`config.mk`:
```
export PLATFORM = sky130hd
export DESIGN_NAME = ratio_divider
export DESIGN_NICKNAME = d
export VERILOG_FILES = /design/src/include/ratio_divider_pkg.sv /design/src/core/ratio_divider.sv
export VERILOG_INCLUDE_DIRS = /design/src /design/src/include
export SDC_FILE = /design/constraint.sdc
export NUM_CORES = 1
export LEC_CHECK = 0
export ABC_CLOCK_PERIOD_IN_PS = 8300
export BUFFER_PORTS_ARGS = -buffer_cell sky130_fd_sc_hd__buf_4
export CELL_PAD_IN_SITES_DETAIL_PLACEMENT = 1
export CELL_PAD_IN_SITES_GLOBAL_PLACEMENT = 1
export CORE_UTILIZATION = 45
export CTS_CLUSTER_SIZE = 30
export DETAILED_ROUTE_END_ITERATION = 12
export PLACE_DENSITY_LB_ADDON = 0.1
export SYNTH_ARGS = -nofsm -noshare
export SYNTH_HDL_FRONTEND = slang
export SYNTH_SLANG_ARGS = --single-unit
```
`constraint.sdc`:
```
create_clock -name pclk -period 8.3 [get_ports pclk]
set_clock_uncertainty 0.05 [all_clocks]
set_input_delay 1.66 -clock pclk [delete_from_list [all_inputs] [get_ports pclk]]
set_output_delay 1.66 -clock pclk [all_outputs]
set_load 0.005 [all_outputs]
```
`src/include/ratio_divider_regs.svh`:
```
// Register offsets, field positions, reset values and timing counts of the output divider.
`ifndef RATIO_DIVIDER_REGS_SVH
`define RATIO_DIVIDER_REGS_SVH

// Byte offsets of the three APB registers.
`define OFF_HALF_PERIOD 12'h000
`define OFF_START_LEN 12'h004
`define OFF_STATUS 12'h008

// Reset values.
`define HALF_PERIOD_RST 16'h0032
`define START_LEN_RST 10'h1f4

// Status register field positions.
`define STAT_CODE_LSB 0
`define STAT_CODE_MSB 3
`define STAT_DONE_BIT 4
`define STAT_VALID_BIT 5
`define STAT_RUN_BIT 6
`define STAT_LEVEL_BIT 7

// Clock rates in Hz and the derived shortest master half period in pclk cycles.
`define PCLK_FREQ_HZ 100000000
`define MASTER_MAX_FREQ_HZ 1000000
`define MIN_HALF_CYCLES ((`PCLK_FREQ_HZ + 2 * `MASTER_MAX_FREQ_HZ - 1) / (2 * `MASTER_MAX_FREQ_HZ))

// Master periods a new select code must hold before it is accepted.
`define CODE_STABLE_TICKS 5'h10

`endif

```
`src/include/ratio_divider_pkg.sv`:
```
// Types shared by the output divider design.
package ratio_divider_pkg;

	typedef logic [3:0] code_t;

	typedef enum logic [1:0] {
		ST_START = 2'b00,
		ST_IDLE = 2'b01,
		ST_ALIGN = 2'b10,
		ST_RUN = 2'b11
	} div_state_t;

endpackage

```
`src/core/ratio_divider.sv`:
```
// Power-of-two output divider with synchronised enable, start-up hold and APB registers.
// Operation
// - Four-bit select code drives ratio and float.
// - Code top bit is the disable float bit.
// - Disabled output: low, or floated when bit set.
// - Master clock divided by one to 128.
// - Codes mirror about midpoint, 0 and 15 give one.
// - Enable high drives divided clock on output.
// - Enable low disables output at once, asynchronously.
// - Re-enable aligns to master clock, no slivers.
// - Start-up waits for a stable select code.
// - Master clock no faster than 1 MHz.
// - Enable alignment delay bounded by one master period.
// - Code changes applied only when stable, glitchless.
// - Output floats for the start-up interval.
// - First pulse preceded by a low interval.
//
// Chosen here: the placing of the registers and the APB register port.
`timescale 1ns/10ps
`include "ratio_divider_regs.svh"

module ratio_divider
	import ratio_divider_pkg::*;
(
	input wire logic pclk,
	input wire logic presetn,
	input wire logic psel,
	input wire logic penable,
	input wire logic pwrite,
	input wire logic [11:0] paddr,
	input wire logic [31:0] pwdata,
	output logic [31:0] prdata,
	output logic pready,
	output logic pslverr,
	input wire logic [3:0] ratio_select_code,
	input wire logic oe_pin,
	output logic out_level,
	output logic out_drive_n
);

	localparam int MIN_HALF = `MIN_HALF_CYCLES;

	logic [15:0] half_period_reg;
	logic [9:0] start_len_reg;
	logic [31:0] prdata_reg;
	logic pslverr_reg;
	logic [3:0] code_s1_reg, code_s2_reg, code_s3_reg;
	logic oe_s1_reg, oe_s2_reg, oe_s3_reg;
	logic oe_level_reg;
	logic [15:0] hcnt_reg;
	logic master_phase_reg;
	code_t cand_reg;
	code_t active_code_reg;
	logic [4:0] stab_cnt_reg;
	logic code_valid_reg;
	logic [9:0] start_cnt_reg;
	div_state_t state_reg;
	logic [2:0] cur_exp_reg;
	logic [7:0] dcnt_reg;
	logic out_reg;
	logic [15:0] half_lim;
	logic half_tick;
	logic master_rise;
	logic [2:0] new_exp;
	logic [7:0] cur_lim;
	logic [7:0] new_lim;
	logic start_done;
	logic float_bit;
	logic setup_phase;
	logic access_wr;
	logic addr_hit;

	// Map a select code to the exponent of its ratio.
	function automatic logic [2:0] code_exp(input code_t code);
		code_exp = code[3] ? ~code[2:0] : code[2:0];
	endfunction

	// APB decode; the slave never inserts wait states.
	assign setup_phase = psel & ~penable;
	assign access_wr = psel & penable & pwrite;
	assign addr_hit = (paddr == `OFF_HALF_PERIOD) || (paddr == `OFF_START_LEN) ||
		(paddr == `OFF_STATUS);
	assign pready = 1'b1;
	assign prdata = prdata_reg;
	assign pslverr = pslverr_reg & psel & penable;

	// Writable registers; the status word is read only and writes to it are dropped.
	always_ff @(posedge pclk or negedge presetn) begin
		if (!presetn) begin
			half_period_reg <= `HALF_PERIOD_RST;
			start_len_reg <= `START_LEN_RST;
		end else if (access_wr && paddr == `OFF_HALF_PERIOD) begin
			half_period_reg <= pwdata[15:0];
		end else if (access_wr && paddr == `OFF_START_LEN) begin
			start_len_reg <= pwdata[9:0];
		end
	end

	// Read data and error are captured in the setup cycle so they come from flip-flops.
	always_ff @(posedge pclk or negedge presetn) begin
		if (!presetn) begin
			prdata_reg <= 32'h0000_0000;
			pslverr_reg <= 1'b0;
		end else if (setup_phase) begin
			pslverr_reg <= ~addr_hit;
			unique case (paddr)
				`OFF_HALF_PERIOD: prdata_reg <= {16'h0000, half_period_reg};
				`OFF_START_LEN: prdata_reg <= {22'h000000, start_len_reg};
				`OFF_STATUS: prdata_reg <= {24'h000000, out_level, (state_reg == ST_RUN),
					code_valid_reg, start_done, active_code_reg};
				default: prdata_reg <= 32'h0000_0000;
			endcase
		end
	end

	// Pin synchronisers; a change counts once the second and third stages agree.
	always_ff @(posedge pclk or negedge presetn) begin
		if (!presetn) begin
			code_s1_reg <= 4'h0;
			code_s2_reg <= 4'h0;
			code_s3_reg <= 4'h0;
			oe_s1_reg <= 1'b0;
			oe_s2_reg <= 1'b0;
			oe_s3_reg <= 1'b0;
			oe_level_reg <= 1'b0;
		end else begin
			code_s1_reg <= ratio_select_code;
			code_s2_reg <= code_s1_reg;
			code_s3_reg <= code_s2_reg;
			oe_s1_reg <= oe_pin;
			oe_s2_reg <= oe_s1_reg;
			oe_s3_reg <= oe_s2_reg;
			if (oe_s2_reg == oe_s3_reg) begin
				oe_level_reg <= oe_s3_reg;
			end
		end
	end

	// Master oscillator model: half periods are clamped so the master never exceeds its limit.
	// master rate clamp
	assign half_lim = (half_period_reg < 16'(MIN_HALF)) ? 16'(MIN_HALF) : half_period_reg;
	assign half_tick = (hcnt_reg >= half_lim - 16'h0001);
	assign master_rise = half_tick & master_phase_reg;

	always_ff @(posedge pclk or negedge presetn) begin
		if (!presetn) begin
			hcnt_reg <= 16'h0000;
			master_phase_reg <= 1'b0;
		end else if (half_tick) begin
			hcnt_reg <= 16'h0000;
			master_phase_reg <= ~master_phase_reg;
		end else begin
			hcnt_reg <= hcnt_reg + 16'h0001;
		end
	end

	// Select code filter: a code must hold for a run of master periods before it is used,
	// which keeps a slowly settling pin from walking through intermediate codes.
	always_ff @(posedge pclk or negedge presetn) begin
		if (!presetn) begin
			cand_reg <= 4'h0;
			stab_cnt_reg <= 5'h00;
			active_code_reg <= 4'h0;
			code_valid_reg <= 1'b0;
		end else if (master_rise && code_s2_reg == code_s3_reg) begin
			if (cand_reg != code_s3_reg) begin
				cand_reg <= code_s3_reg;
				stab_cnt_reg <= 5'h00;
			end else if (stab_cnt_reg < `CODE_STABLE_TICKS) begin
				stab_cnt_reg <= stab_cnt_reg + 5'h01;
			end else begin
				active_code_reg <= cand_reg;
				code_valid_reg <= 1'b1;
			end
		end
	end

	assign new_exp = code_exp(active_code_reg);
	assign float_bit = active_code_reg[3];
	assign new_lim = 8'((9'h001 << new_exp) - 9'h001);
	assign cur_lim = 8'((9'h001 << cur_exp_reg) - 9'h001);
	assign start_done = (state_reg != ST_START);

	// Start-up counter in master periods.
	always_ff @(posedge pclk or negedge presetn) begin
		if (!presetn) begin
			start_cnt_reg <= 10'h000;
		end else if (master_rise && state_reg == ST_START && start_cnt_reg < start_len_reg) begin
			start_cnt_reg <= start_cnt_reg + 10'h001;
		end
	end

	// Output state machine and divider.
	always_ff @(posedge pclk or negedge presetn) begin
		if (!presetn) begin
			state_reg <= ST_START;
			cur_exp_reg <= 3'h0;
			dcnt_reg <= 8'h00;
			out_reg <= 1'b0;
		end else begin
			unique case (state_reg)
				ST_START: begin
					if (master_rise && start_cnt_reg >= start_len_reg && code_valid_reg) begin
						state_reg <= ST_IDLE;
					end
				end
				ST_IDLE: begin
					out_reg <= 1'b0;
					if (oe_level_reg) begin
						state_reg <= ST_ALIGN;
					end
				end
				ST_ALIGN: begin
					if (!oe_level_reg) begin
						state_reg <= ST_IDLE;
					end else if (master_rise) begin
						state_reg <= ST_RUN;
						cur_exp_reg <= new_exp;
						out_reg <= 1'b0;
						// low one master period, or half output period
						dcnt_reg <= (new_exp >= 3'h2) ? new_lim - 8'h01 : 8'h00;
					end
				end
				ST_RUN: begin
					if (!oe_level_reg) begin
						state_reg <= ST_IDLE;
						out_reg <= 1'b0;
					end else if (half_tick) begin
						if (dcnt_reg >= cur_lim) begin
							dcnt_reg <= 8'h00;
							out_reg <= ~out_reg;
							// ratio swaps only at a period end
							if (out_reg) begin
								cur_exp_reg <= new_exp;
							end
						end else begin
							dcnt_reg <= dcnt_reg + 8'h01;
						end
					end
				end
			endcase
		end
	end

	// The raw enable pin gates the pin so disabling needs no clock edge; re-enabling
	// still waits for the synchronised path, so the raw pin can only cut pulses short.
	// drive divided clock when enabled
	assign out_level = oe_pin & (state_reg == ST_RUN) & out_reg;
	assign out_drive_n = ~start_done | (float_bit & ~(oe_pin & (state_reg == ST_RUN)));

	// Helper counter of cycles spent waiting for alignment.
	logic [17:0] align_cnt_reg;
	always_ff @(posedge pclk or negedge presetn) begin
		if (!presetn) begin
			align_cnt_reg <= 18'h00000;
		end else if (state_reg == ST_ALIGN) begin
			align_cnt_reg <= align_cnt_reg + 18'h00001;
		end else begin
			align_cnt_reg <= 18'h00000;
		end
	end
endmodule // ratio_divider

```
## Yosys cells after proc, flatten, opt, wreduce, memory -nomap -nowiden

Index checks and enable logic that the tools add are counted.
Widths: inputs -> output; s select.

- Register bits: 130
- Input port bits: 54
- Output and inout port bits: 36
- Logic and storage cells: 134

- $add $sub $neg: 8
- Order comparisons: 7
- Eq/ne operators: 20
- Shift-type cells: 2
- Multiplexer cells: 32
- Bitwise logic cells: 20
- Reduce and logical (&&, ||, !) cells: 23

Operators with widths:

| kind | number |
|---|---|
| $mux 8 | 6 |
| $pmux 16 s3 | 1 |
| $mux 16 | 2 |
| $sub 8x1->8 const B | 3 |
| $mux 3 | 7 |
| $add 16x1->16 const B | 1 |
| $ge 16x16->1 | 1 |
| $lt 16x6->1 const B | 1 |
| $ne 2x2->1 const B | 8 |
| $pmux 8 s2 | 1 |
| $shl 1x3->8 const A | 2 |
| $sub 16x1->16 const B | 1 |
| $eq 12x3->1 const B | 1 |
| $eq 12x4->1 const B | 1 |
| $logic_not 12->1 | 1 |
| $add 10x1->10 const B | 1 |
| $ge 10x10->1 | 1 |
| $lt 10x10->1 | 1 |
| $mux 2 | 5 |
| $mux 5 | 2 |
| $reduce_and 5->1 | 2 |
| $and 1x1->1 | 9 |
| $ne 3x3->1 const B | 3 |
| $not 1->1 | 9 |
| other kinds (26) | 42 |

## Depth between registers and ports, before layout

Gate-level depths: netlist of the first run.

- Depth in word-level cells: 9
- Gate-level depth with buffers: 17
- Depth with buffers taken out: 15

## Least setup slack after synthesis of the first run

Ideal clock, no wire load.

- Path kind: register to register
- From: reg half_period_reg[6]
- To: reg start_cnt_reg[1]
- Setup time: 125 ps
- Data arrival time: 4,670 ps
- Data required time: 8,125 ps
- Setup slack: 3,455 ps
- Stages on the path, launching flop included: 17
- Path buffers: 1
- Clock period less this slack: 4,845 ps
- Cell sequence: dfrtp_1 or4_4 or3_4 or4_4 buf_6 nand2_1 ha_1 and2_4 nand3_1 xor2_1 ha_1 and3_1 nand4_1 a2111oi_0 a211oi_1 nor3b_1 mux2_2

- Cells in the longest elaborated chain, start to end: 7

RTL lines:

| what | RTL line | source |
|---|---|---|
| from (decl) | ratio_divider.sv:43 | `logic [15:0] half_period_reg;` |
| from (signal assigned) | ratio_divider.sv:90 | `` half_period_reg <= `HALF_PERIOD_RST; `` |
| from (signal assigned) | ratio_divider.sv:93 | `half_period_reg <= pwdata[15:0];` |
| $lt 16x6->1 | ratio_divider.sv:141 | `assign half_lim = (half_period_reg < 16'(MIN_HALF)) ? 16'(MIN_HALF) : half_period_reg;` |
| $mux 16 * | ratio_divider.sv:141 |  |
| $sub 16x1->16 * | ratio_divider.sv:142 | `assign half_tick = (hcnt_reg >= half_lim - 16'h0001);` |
| $ge 16x16->1 * | ratio_divider.sv:142 |  |
| $and 1x1->1 * | ratio_divider.sv:143 | `assign master_rise = half_tick & master_phase_reg;` |
| $logic_and 1x1->1 * (2 in a row) | ratio_divider.sv:188 | `end else if (master_rise && state_reg == ST_START && start_cnt_reg < start_len_reg) begin` |
| to (signal assigned) | ratio_divider.sv:189 | `start_cnt_reg <= start_cnt_reg + 10'h001;` |
| to (decl) | ratio_divider.sv:56 | `logic [9:0] start_cnt_reg;` |

Every way passes the cells marked *; elsewhere a longest branch is shown, timed or not.
A chain may end at the register's enable or synchronous reset.

## Final worst setup path of the first run

- From: reg half_period_reg[6]
- To: reg dcnt_reg[0]

- Cells in the longest elaborated chain, start to end: 7
- Elaborated cells on any way between the ends: 8
- Those cells by class: 1 x add/sub; 2 x order compare; 2 x eq/ne; 1 x mux; 1 x bitwise; 1 x reduce/logical

RTL lines:

| what | RTL line | source |
|---|---|---|
| $lt 16x6->1 | ratio_divider.sv:141 |  |
| $mux 16 * | ratio_divider.sv:141 |  |
| $sub 16x1->16 * | ratio_divider.sv:142 |  |
| $ge 16x16->1 * | ratio_divider.sv:142 |  |
| $and 1x1->1 | ratio_divider.sv:143 |  |
| $ne 2x2->1 (no source line) | - |  |
| $reduce_and 5->1 (no source line) * | - |  |
| to (signal assigned) | ratio_divider.sv:221 | `dcnt_reg <= (new_exp >= 3'h2) ? new_lim - 8'h01 : 8'h00;` |
| to (signal assigned) | ratio_divider.sv:237 | `dcnt_reg <= dcnt_reg + 8'h01;` |
| to (decl) | ratio_divider.sv:59 | `logic [7:0] dcnt_reg;` |

Marks and branches as above.

==> results.tsv, run 1 <==
stage	metric	value	unit
cells_and_area	Finished Cell Area	7630	sq um
cts	Clock Latency Late Sink	0.42	ns
setup_path	startpoint types	flip-flop	
cts	clk buf depth	2	
synth	EDFF count, synth	0	
power_and_ir_drop	Lkg Pwr	3.58	nW
route	routed length per placed instance	18.0	um
sta	Max-Slew Margin vs Limit	30.1	%
global_route	largest net degree at the start of global routing	72	
floorplanning	Row Count	43	
sta	Sum Neg Setup Slack	0	ns
cts	H-tree Lvls	4	
outcome	status	finished, final reports clean	
placement	DP Area	7060	sq um
floorplanning	die area	15000	sq um
cts	CTS clk-pin slew, worst paths	0.06	ns
power_and_ir_drop	Tot Pwr	1.50	mW
synth	Yosys top cell area share	40.1	%
job	Max-cap violations	0	
global_route	Congestion Overflow GR	0	
power_and_ir_drop	Cell Pwr Density	196	nW/um^2
floorplanning	num ports	90	
route	antenna-violating nets left	0	
cts	post-CTS setup buffer count	0	
route	Iter 0 DRT Violations	192	
route	final WL	16.3	mm
sta	worst slew pin tran	1.02	ns
cts	CTS-repair resized insts	0	
synth	post-synthesis cell area	6550	sq um
power_and_ir_drop	Max IR drop VDD	0.140	mV
floorplanning	chip width	123	um
sta	Tmin final	6.31	ns
cts	CTS Root Cell	clkbuf_16	
global_route	initial antenna violation count	0	
cells_and_area	antenna fix cells	0	
worst_hold_path	WHS Path Cells	0	
synth	syn_area_per_cell	9.96	sq um
setup_path	WP data required	8.55	ns
cells_and_area	area delta synth->final	16.5	%
synth	leading area contributor after synthesis	dfrtp_1	
placement	gp weighted congestion	0.830	
placement	HPWL Detailed	12.0	mm
cells_and_area	proportion of layout cells with a drive suffix above 1	20.5	%
synth	Seq/Total Area, Yosys	43.7	%
setup_path	critical path arrival	6.56	ns
cts	clock sinks	114	
placement	Placed Cells	871	
floorplanning	Die Y	123	um
sta	final setup violation count	0	
synth	Ys Warns	0	
sta	maximum clock rate	159	MHz
worst_hold_path	Hold Crit Class	reg -> reg	
route	TritonRoute pass-1 iters	4	
floorplanning	Core Area	14000	sq um
setup_path	Setup crit end kind	flip-flop	
sta	Final Max Tran Viols	0	
global_route	overall routing resource usage	23.2	%
setup_path	reg2reg path depth	16	
setup_path	Max FO, Critical Path	23	
synth	FFs w/ async S/R, synth	100	%
cts	CTS tree	done	
cts	cts bufs inserted	17	
global_route	vias in the first global route	5152	
route	drt drc	0	
synth	Gate Count Post-Synth	658	
route	Via Count	5088	
cells_and_area	Post-Layout Cell Count	903	
synth	synth top area cells	dfrtp_1 40%, ha_1 8.6%, mux2_2 6.4%	
synth	#FFs+latches synth	114	
setup_path	Setup CP Type	reg -> reg	
cells_and_area	Layout Nets	809	
synth	Most used DFF post-synth	dfrtp_1	
floorplanning	starting density of the core	46.7	%
synth	Synth cell types	62	
sta	unrepaired setup endpoints after global routing	no	
sta	Hold WS	0.301	ns
placement	IO Port Bufs	56	
route	Vias/cell	5.63	
sta	Fin. Hold Viols	0	
global_route	global-route wire length before repair	26.3	mm
cts	hold_buf cts	0	
sta	fin crit share	76.0	%
-- logic make-up (layout without fill, tap and decap cells) --
family | Yosys count | after routing | synth area share, %
compound gates | 106 | 106 | 10.7
xor+xnor | 45 | 45 | 6.01
fa+ha+maj | 46 | 46 | 8.75
buf+inv | 73 | 122 | 5.27
flops | 114 | 114 | 43.7
mux | 53 | 53 | 8.84
other cells | 2 | 18 | 0.115
simple gates | 219 | 219 | 16.7
-- cells in the final DEF (no fill, tap or decap), types with 22 or more instances in the layout --
master | Yosys | routed
inv_1 | 30 | 30
buf_4 | 17 | 60
nand2_1 | 57 | 57
mux2_2 | 37 | 37
nand3_1 | 26 | 26
nor2_1 | 51 | 51
dfrtp_1 | 105 | 105
ha_1 | 45 | 45
o21ai_0 | 28 | 28
xor2_1 | 27 | 27
a21oi_1 | 22 | 22
-- cell type report --
class | count | area (sq um)
clock inverters | 15 | 149
inverters | 30 | 113
fillers | 1571 | 6410
multi-input cells | 487 | 3410
clock buffers | 17 | 425
repair buffers | 60 | 450
well taps | 180 | 225
flip-flops and latches | 114 | 2860
-- through the flow --
stage               util (%)  worst slack (ns)
floorplan                  -              3.46
global placement        50.3              2.30
detailed placement      50.3              2.04
CTS                     54.4              1.97
global route            54.4              1.74
finish                  54.4              1.99
-- critical path: stages (launching register included) --
cell and delay [ns]:
dfrtp_1 0.47, or4_4 0.59, or3_4 0.37, or4_4 0.55, nand2_1 0.14, ha_1 0.27, and2_4 0.21, nand3_1 0.10
xor2_1 0.20, ha_1 0.30, and3_1 0.26, nand4_1 0.12, a2111oi_0 0.87, a211o_1 0.73, buf_4 0.30, and2_1 0.31
mux2_1 0.35
-- cell usage after synthesis, drive strengths merged (6+ instances only) --
library cell,count
dfrtp,105
nand2,57
nor2,51
ha,45
mux2,39
inv,30
o21ai,30
xor2,27
nand3,26
clkbuf,24
a21oi,22
buf,19
xnor2,18
and3,17
mux2i,14
nor3,13
nand4,10
dfstp,9
nand2b,9
nor4,9
o31ai,7
o211ai,6
-- path summary, 6_finish.rpt --
| path | startpoint | to | slack [ns] |
|---|---|---|---|
| min | code_s1_reg[2] | code_s2_reg[2] | 0.30 |
| min in group asynchronous | presetn | hcnt_reg[12] | 1.18 |
| max reg2reg | half_period_reg[6] | dcnt_reg[0] | 1.99 |
| min reg2reg | code_s1_reg[2] | code_s2_reg[2] | 0.30 |
| max | half_period_reg[6] | dcnt_reg[0] | 1.99 |
| max in group asynchronous | presetn | cur_exp_reg[0] | 5.69 |
-- metal layers --
layer | global-route usage (%) | vias up | share of wire (%)
met5 | 0 | - | 0
met4 | 7.55 | 0 | 1.2
met3 | 4.83 | 19 | 4.4
met2 | 38.0 | 113 | 47
met1 | 30.4 | 2542 | 47
li1 | - | 2414 | -
-- power by group --
part	internal, mW	switching [mW]
Sequential	0.581	0.0389
Combinational	0.0661	0.0987
Clock	0.418	0.293
(Power assumes the default switching activity.)
==> inputs of run 2 (changes only) <==
--- a/config.mk
+++ b/config.mk
@@ -6,7 +6,7 @@
 export SDC_FILE = /design/constraint.sdc
 export NUM_CORES = 1
 export LEC_CHECK = 0
-export ABC_CLOCK_PERIOD_IN_PS = 8300
+export ABC_CLOCK_PERIOD_IN_PS = 6500
 export BUFFER_PORTS_ARGS = -buffer_cell sky130_fd_sc_hd__buf_4
 export CELL_PAD_IN_SITES_DETAIL_PLACEMENT = 1
 export CELL_PAD_IN_SITES_GLOBAL_PLACEMENT = 1
==> constraint.sdc (replaced) <==
create_clock -name pclk -period 6.5 [get_ports pclk]
set_clock_uncertainty 0.05 [all_clocks]
set_input_delay 1.3 -clock pclk [delete_from_list [all_inputs] [get_ports pclk]]
set_output_delay 1.3 -clock pclk [all_outputs]
set_load 0.005 [all_outputs]
==> results.tsv, run 2 (synthesis gave the netlist of run 1 again) <==
stage	metric	value	unit	change
route	final WL	16.6	mm	was 16.3 mm
cts	post-CTS setup buffer count	0		unchanged
route	routed length per placed instance	18.4	um	was 18.0 um
setup_path	Setup CP Type	reg -> reg		unchanged
route	DR top layer	met4		unchanged
sta	Max-Slew Margin vs Limit	27.7	%	was 30.1%
cells_and_area	Layout Nets	810		was 809
setup_path	Slowest-stage cell, CP	a2111oi_0		unchanged
global_route	Congestion Overflow GR	0		unchanged
setup_path	Cell Chain, Critical Path	or4_4, or3_4, or4_4, nand2_1, ha_1, and2_4, nand3_1, xor2_1, ha_1, and3_1, nand4_1, a2111oi_0, a211o_1, and2_1, mux2_1		was or4_4, or3_4, or4_4, nand2_1, ha_1, and2_4, nand3_1, xor2_1, ha_1, and3_1, nand4_1, a2111oi_0, a211o_1, buf_4, and2_1, mux2_1
sta	unrepaired setup endpoints after global routing	no		unchanged
floorplanning	chip width	123	um	unchanged
cells_and_area	flip-flop and latch area	2860	sq um	unchanged
cts	cts bufs inserted	17		unchanged
cts	CTS Root Cell	clkbuf_16		unchanged
power_and_ir_drop	Cell Pwr Density	254	nW/um^2	was 196 nW/um^2
route	Iter 0 DRT Violations	271		was 192
floorplanning	Die Y	123	um	unchanged
cells_and_area	proportion of layout cells with a drive suffix above 1	20.6	%	was 20.5%
power_and_ir_drop	Tot Pwr	1.95	mW	was 1.50 mW
cts	clock sinks	114		unchanged
cells_and_area	# fillers	1569		was 1,571
floorplanning	die area	15000	sq um	unchanged
route	WL met2	7.68	mm	was 7.70 mm
sta	final worst slack	0.728	ns	was 1.99 ns
cts	CTS tree	done		unchanged
power_and_ir_drop	Lkg Pwr	3.60	nW	was 3.58 nW
placement	IO Port Bufs	56		unchanged
cts	Clock Latency Late Sink	0.42	ns	about the same
cells_and_area	multi-input logic area	3410	sq um	unchanged
setup_path	startpoint types	flip-flop		unchanged
setup_path	WP buf/inv	0		was 1
global_route	vias in the first global route	5365		was 5,152
floorplanning	Core Area	14000	sq um	unchanged
outcome	status	finished, final reports clean		unchanged
route	antenna-violating nets left	0		unchanged
setup_path	slowest stage delay, CP	0.85	ns	was 0.87 ns
placement	Setup WS pre-CTS	0.828	ns	was 2.04 ns
setup_path	Worst R2R Setup Slack	0.73	ns	was 1.99 ns
setup_path	critical path arrival	6.02	ns	was 6.56 ns
global_route	largest net degree at the start of global routing	70		was 72
worst_hold_path	Hold Crit Class	reg -> reg		unchanged
setup_path	WP data required	6.75	ns	was 8.55 ns
global_route	overall routing resource usage	24.0	%	was 23.2%
sta	maximum clock rate	173	MHz	was 159 MHz
setup_path	crit path launch	half_period_reg[6]		unchanged
sta	Final Max Tran Viols	0		unchanged
setup_path	Max FO, Critical Path	13		was 23
route	Via Count	5128		was 5,088
floorplanning	Row Count	43		unchanged
power_and_ir_drop	Max IR drop VDD	0.201	mV	was 0.140 mV
sta	fin crit share	88.8	%	was 76.0%
route	TritonRoute pass-1 iters	4		unchanged
route	met3 wire len	554	um	was 713 um
setup_path	cell family with most CP delay	simple AND/OR/NAND/NOR gates		unchanged
global_route	global-route wire length before repair	27.6	mm	was 26.3 mm
setup_path	Worst path depth	15		was 16
cells_and_area	most common cell after layout, fill and taps aside	dfrtp_1		unchanged
sta	worst slew pin tran	1.08	ns	was 1.02 ns
placement	gp weighted congestion	0.838		was 0.830
cts	H-tree Lvls	4		unchanged
cts	CTS-repair resized insts	0		unchanged
setup_path	RR Endpoint	dcnt_reg[0]		unchanged
setup_path	crit path to	dcnt_reg[0]		unchanged
placement	HPWL Detailed	12.2	mm	was 12.0 mm
setup_path	Setup crit end kind	flip-flop		unchanged
global_route	initial antenna violation count	0		unchanged
cells_and_area	area delta synth->final	16.9	%	was 16.5%
cells_and_area	antenna fix cells	0		unchanged
cells_and_area	most frequent cells in the layout	105 x dfrtp_1, 61 x buf_4, 57 x nand2_1		was 105 x dfrtp_1, 60 x buf_4, 57 x nand2_1
sta	Tmin final	5.77	ns	was 6.31 ns
route	wl on met1	7.94	mm	was 7.66 mm
floorplanning	num ports	90		unchanged
sta	final setup violation count	0		unchanged
sta	Fin. Hold Viols	0		unchanged
cts	hold_buf cts	0		unchanged
cts	CTS clk-pin slew, worst paths	0.06	ns	about the same
sta	Sum Neg Setup Slack	0	ns	unchanged
job	Max-cap violations	0		unchanged
setup_path	reg2reg path depth	15		was 16
route	Vias/cell	5.67		was 5.63
route	drt drc	0		unchanged
floorplanning	starting density of the core	46.7	%	unchanged
cts	clk buf depth	2		unchanged
setup_path	r2r startpoint	half_period_reg[6]		unchanged
## run 2: cell count changes in the layout (fill, tap and decap cells not counted), sizes merged
cell and change:
inv -3, clkinvlp -2, buf +1, clkinv +3
bufinv +1, clkbuf +1
## run 2: final cells by class
cell class              instances  area share [%]
multi-input cells             487            44.5
inverters                      30            1.47
clock buffers                  18            5.73
well taps                     180            2.94
flip-flops and latches        114            37.4
repair buffers                 61            5.98
clock inverters                14            2.01
## run 2: routing by layer
metal	global-route usage, %	vias to the layer above
li1	-	2412
met3	4.88	32
met2	38.2	113
met5	0	-
met1	31.6	2571
met4	10.5	0
## run 2: worst min path at each step
stage                         startpoint             end  slack, ns  cells after the start
after floorplan           code_s1_reg[0]  code_s2_reg[0]       0.28                      0
after global placement    code_s1_reg[0]  code_s2_reg[0]       0.28                      0
after detailed placement  code_s1_reg[1]  code_s2_reg[1]       0.29                      0
after CTS                 code_s1_reg[1]  code_s2_reg[1]       0.30                      0
after global routing      code_s1_reg[2]  code_s2_reg[2]       0.32                      0
final                     code_s1_reg[2]  code_s2_reg[2]       0.30                      0
## run 2: power by group
part | switching [mW] | internal [mW] | total [mW] | leakage [nW]
clock | 0.360 | 0.577 | 0.938 | 0.283
combinational | 0.130 | 0.0876 | 0.218 | 1.83
sequential | 0.0477 | 0.742 | 0.790 | 1.49
## run 2: stage by stage
step	cells	area, sq um	hold WS (ns)	utilization (%)
2_1_floorplan	674	6610	0.281	-
4_1_cts	904	7660	0.301	54.6
3_3_place_gp	872	7070	0.283	50.3
5_1_grt	904	7660	0.316	54.6
6_report	904	7660	0.299	54.6
3_5_place_dp	872	7070	0.287	50.3
==> inputs of run 3 (changes only) <==
--- a/config.mk
+++ b/config.mk
@@ -10,6 +10,7 @@
 export BUFFER_PORTS_ARGS = -buffer_cell sky130_fd_sc_hd__buf_4
 export CELL_PAD_IN_SITES_DETAIL_PLACEMENT = 1
 export CELL_PAD_IN_SITES_GLOBAL_PLACEMENT = 1
+export CORE_ASPECT_RATIO = 0.75
 export CORE_UTILIZATION = 45
 export CTS_CLUSTER_SIZE = 30
 export DETAILED_ROUTE_END_ITERATION = 12
==> results.tsv, run 3 (synthesis gave the netlist of run 1 again) <==
stage	metric	value	unit	change
placement	HPWL Detailed	12.4	mm	was 12.2 mm
setup_path	r2r startpoint	half_period_reg[6]		unchanged
cts	post-CTS setup buffer count	0		unchanged
cells_and_area	antenna fix cells	0		unchanged
route	antenna-violating nets left	0		unchanged
route	TritonRoute pass-1 iters	5		was 4
route	routed length per placed instance	18.6	um	was 18.4 um
worst_hold_path	min-delay src	code_s1_reg[1]		was code_s1_reg[2]
power_and_ir_drop	Psw	527	uW	was 538 uW
power_and_ir_drop	Switching Fraction	26.4	%	was 27.7%
cells_and_area	multi-input logic area	3410	sq um	unchanged
cells_and_area	flip-flop and latch area	2860	sq um	unchanged
floorplanning	Die Y	107	um	was 123 um
cts	hold_buf cts	0		unchanged
setup_path	Setup crit end kind	flip-flop		unchanged
placement	IO Port Bufs	56		unchanged
global_route	global route hottest layer	met2		unchanged
route	final WL	17.1	mm	was 16.6 mm
cells_and_area	proportion of layout cells with a drive suffix above 1	20.3	%	was 20.6%
worst_hold_path	Hold Crit Class	reg -> reg		unchanged
sta	Final Max Tran Viols	0		unchanged
setup_path	WP data required	6.75	ns	about the same
floorplanning	Row Count	37		was 43
sta	Sum Neg Setup Slack	0	ns	unchanged
cts	clk buf depth	2		unchanged
floorplanning	Core Area	14000	sq um	about the same
sta	unrepaired setup endpoints after global routing	no		unchanged
setup_path	Max FO, Critical Path	15		was 13
sta	fin crit share	90.3	%	was 88.8%
global_route	Congestion Overflow GR	0		unchanged
worst_hold_path	WHS Path Cells	0		unchanged
setup_path	Setup CP Type	reg -> reg		unchanged
power_and_ir_drop	Comb power frac	10.9	%	was 11.2%
power_and_ir_drop	Clock Power Share	49.2	%	was 48.2%
sta	Tmin final	5.87	ns	was 5.77 ns
sta	worst slew pin tran	1.10	ns	was 1.08 ns
cells_and_area	fin util	55.1	%	was 54.6%
sta	maximum clock rate	170	MHz	was 173 MHz
route	drt drc	0		unchanged
floorplanning	die area	15100	sq um	was 15,000 sq um
cells_and_area	area delta synth->final	17.6	%	was 16.9%
global_route	initial antenna violation count	0		unchanged
setup_path	Worst R2R Setup Slack	0.63	ns	was 0.73 ns
cells_and_area	Finished Cell Area	7700	sq um	was 7660 sq um
floorplanning	num ports	90		unchanged
cts	CTS tree	done		unchanged
cells_and_area	most frequent cells in the layout	105 x dfrtp_1, 61 x buf_4, 57 x nand2_1		unchanged
floorplanning	starting density of the core	46.9	%	was 46.7%
global_route	vias in the first global route	5390		was 5,365
power_and_ir_drop	Max IR drop VDD	0.197	mV	was 0.201 mV
cts	clock sinks	114		unchanged
cts	CTS Root Cell	clkbuf_16		unchanged
power_and_ir_drop	Cell Pwr Density	259	nW/um^2	was 254 nW/um^2
placement	gp weighted congestion	0.825		was 0.838
route	Iter 0 DRT Violations	274		was 271
cts	H-tree Lvls	4		unchanged
global_route	global-route wire length before repair	28.4	mm	was 27.6 mm
placement	Placed Cells	887		was 872
cells_and_area	# fillers	1556		was 1,569
route	Via Count	5082		was 5,128
global_route	met2 Use GR	37.9	%	was 38.2%
cells_and_area	most common cell after layout, fill and taps aside	dfrtp_1		unchanged
setup_path	RR Endpoint	active_code_reg[3]		was dcnt_reg[0]
cells_and_area	Post-Layout Cell Count	919		was 904
floorplanning	chip width	141	um	was 123 um
power_and_ir_drop	cell internal pwr	1.47	mW	was 1.41 mW
job	Max-cap violations	0		unchanged
global_route	met3 GRT Util	6.08	%	was 4.88%
power_and_ir_drop	Lkg Pwr	3.61	nW	was 3.60 nW
setup_path	reg2reg path depth	15		unchanged
power_and_ir_drop	register share of total power	39.9	%	was 40.6%
setup_path	startpoint types	flip-flop		unchanged
global_route	largest net degree at the start of global routing	74		was 70
global_route	overall routing resource usage	24.7	%	was 24.0%
cells_and_area	Layout Nets	810		unchanged
sta	final setup violation count	0		unchanged
placement	DP Area	7090	sq um	was 7070 sq um
sta	Max-Slew Margin vs Limit	26.1	%	was 27.7%
route	Vias/cell	5.53		was 5.67
outcome	status	finished, final reports clean		unchanged
cts	Clock Latency Late Sink	0.42	ns	about the same
sta	Fin. Hold Viols	0		unchanged
worst_hold_path	hold path endpoint	code_s2_reg[1]		was code_s2_reg[2]
cts	CTS-repair resized insts	0		unchanged
global_route	met1 Use GR	34.7	%	was 31.6%
cts	cts bufs inserted	17		unchanged
setup_path	critical path arrival	6.11	ns	was 6.02 ns
cts	CTS clk-pin slew, worst paths	0.06	ns	about the same
[run 3: cell types whose count changed in the layout (fill, tap and decap cells not counted)]
cell and change:
clkinv_4 -3, bufinv_16 +2, clkbuf_1 +2, clkbuf_8 -1, clkinv_2 +1, inv_6 -1
[run 3: final cells by class]
type | count | area share (%)
Clock inverter | 13 | 2.39
Sequential cell | 114 | 37.2
Clock buffer | 19 | 5.62
Inverter | 30 | 1.46
Multi-Input combinational cell | 487 | 44.2
Timing Repair Buffer | 61 | 5.94
Tap cell | 195 | 3.17
[run 3: power groups by stage]
| stage | combinational [mW] | clock [mW] | sequential [mW] |
|---|---|---|---|
| 4_1_cts | 0.222 | 1.00 | 0.797 |
| 3_3_place_gp | 0.205 | 0 | 0.801 |
| 3_5_place_dp | 0.215 | 0 | 0.806 |
| 6_report | 0.218 | 0.983 | 0.797 |
| 5_1_grt | 0.249 | 1.04 | 0.802 |
| 2_1_floorplan | 0.146 | 0 | 0.780 |
[run 3: metal layers]
metal | up-vias | part of all wire (%)
li1 | 2410 | -
met1 | 2545 | 49
met2 | 117 | 46
met3 | 10 | 4.4
met4 | 0 | 0.85
met5 | - | 0
[run 3: how the worst max path moves through the flow]
stage                       startpoint  slack [ns]  cells past startpoint                  to
floorplan           half_period_reg[6]        1.66                     16    start_cnt_reg[1]
global placement    half_period_reg[6]        0.95                     16         cand_reg[3]
detailed placement  half_period_reg[6]        0.66                     15  active_code_reg[3]
CTS                 half_period_reg[6]        0.64                     15  active_code_reg[3]
global route        half_period_reg[6]        0.36                     15  active_code_reg[2]
finish              half_period_reg[6]        0.63                     15  active_code_reg[3]
[run 3: stage by stage]
stage	setup slack (ns)	hold WS (ns)	total power [mW]
2_1_floorplan	1.66	0.281	0.926
3_3_place_gp	0.947	0.283	1.01
3_5_place_dp	0.660	0.286	1.02
4_1_cts	0.639	0.299	2.02
5_1_grt	0.360	0.308	2.09
6_report	0.633	0.296	2.00
[run 3: worst max-delay path, stage by stage (launching register included)]
cell,delay [ns]
dfrtp_1,0.45
or4_4,0.58
or3_4,0.38
or4_4,0.55
nand2_1,0.13
ha_1,0.25
and2_4,0.20
nand3_1,0.10
xor2_1,0.22
ha_1,0.30
and3_1,0.25
nand4_1,0.11
a2111oi_0,0.83
a211o_1,0.56
and3_1,0.40
mux2_2,0.37
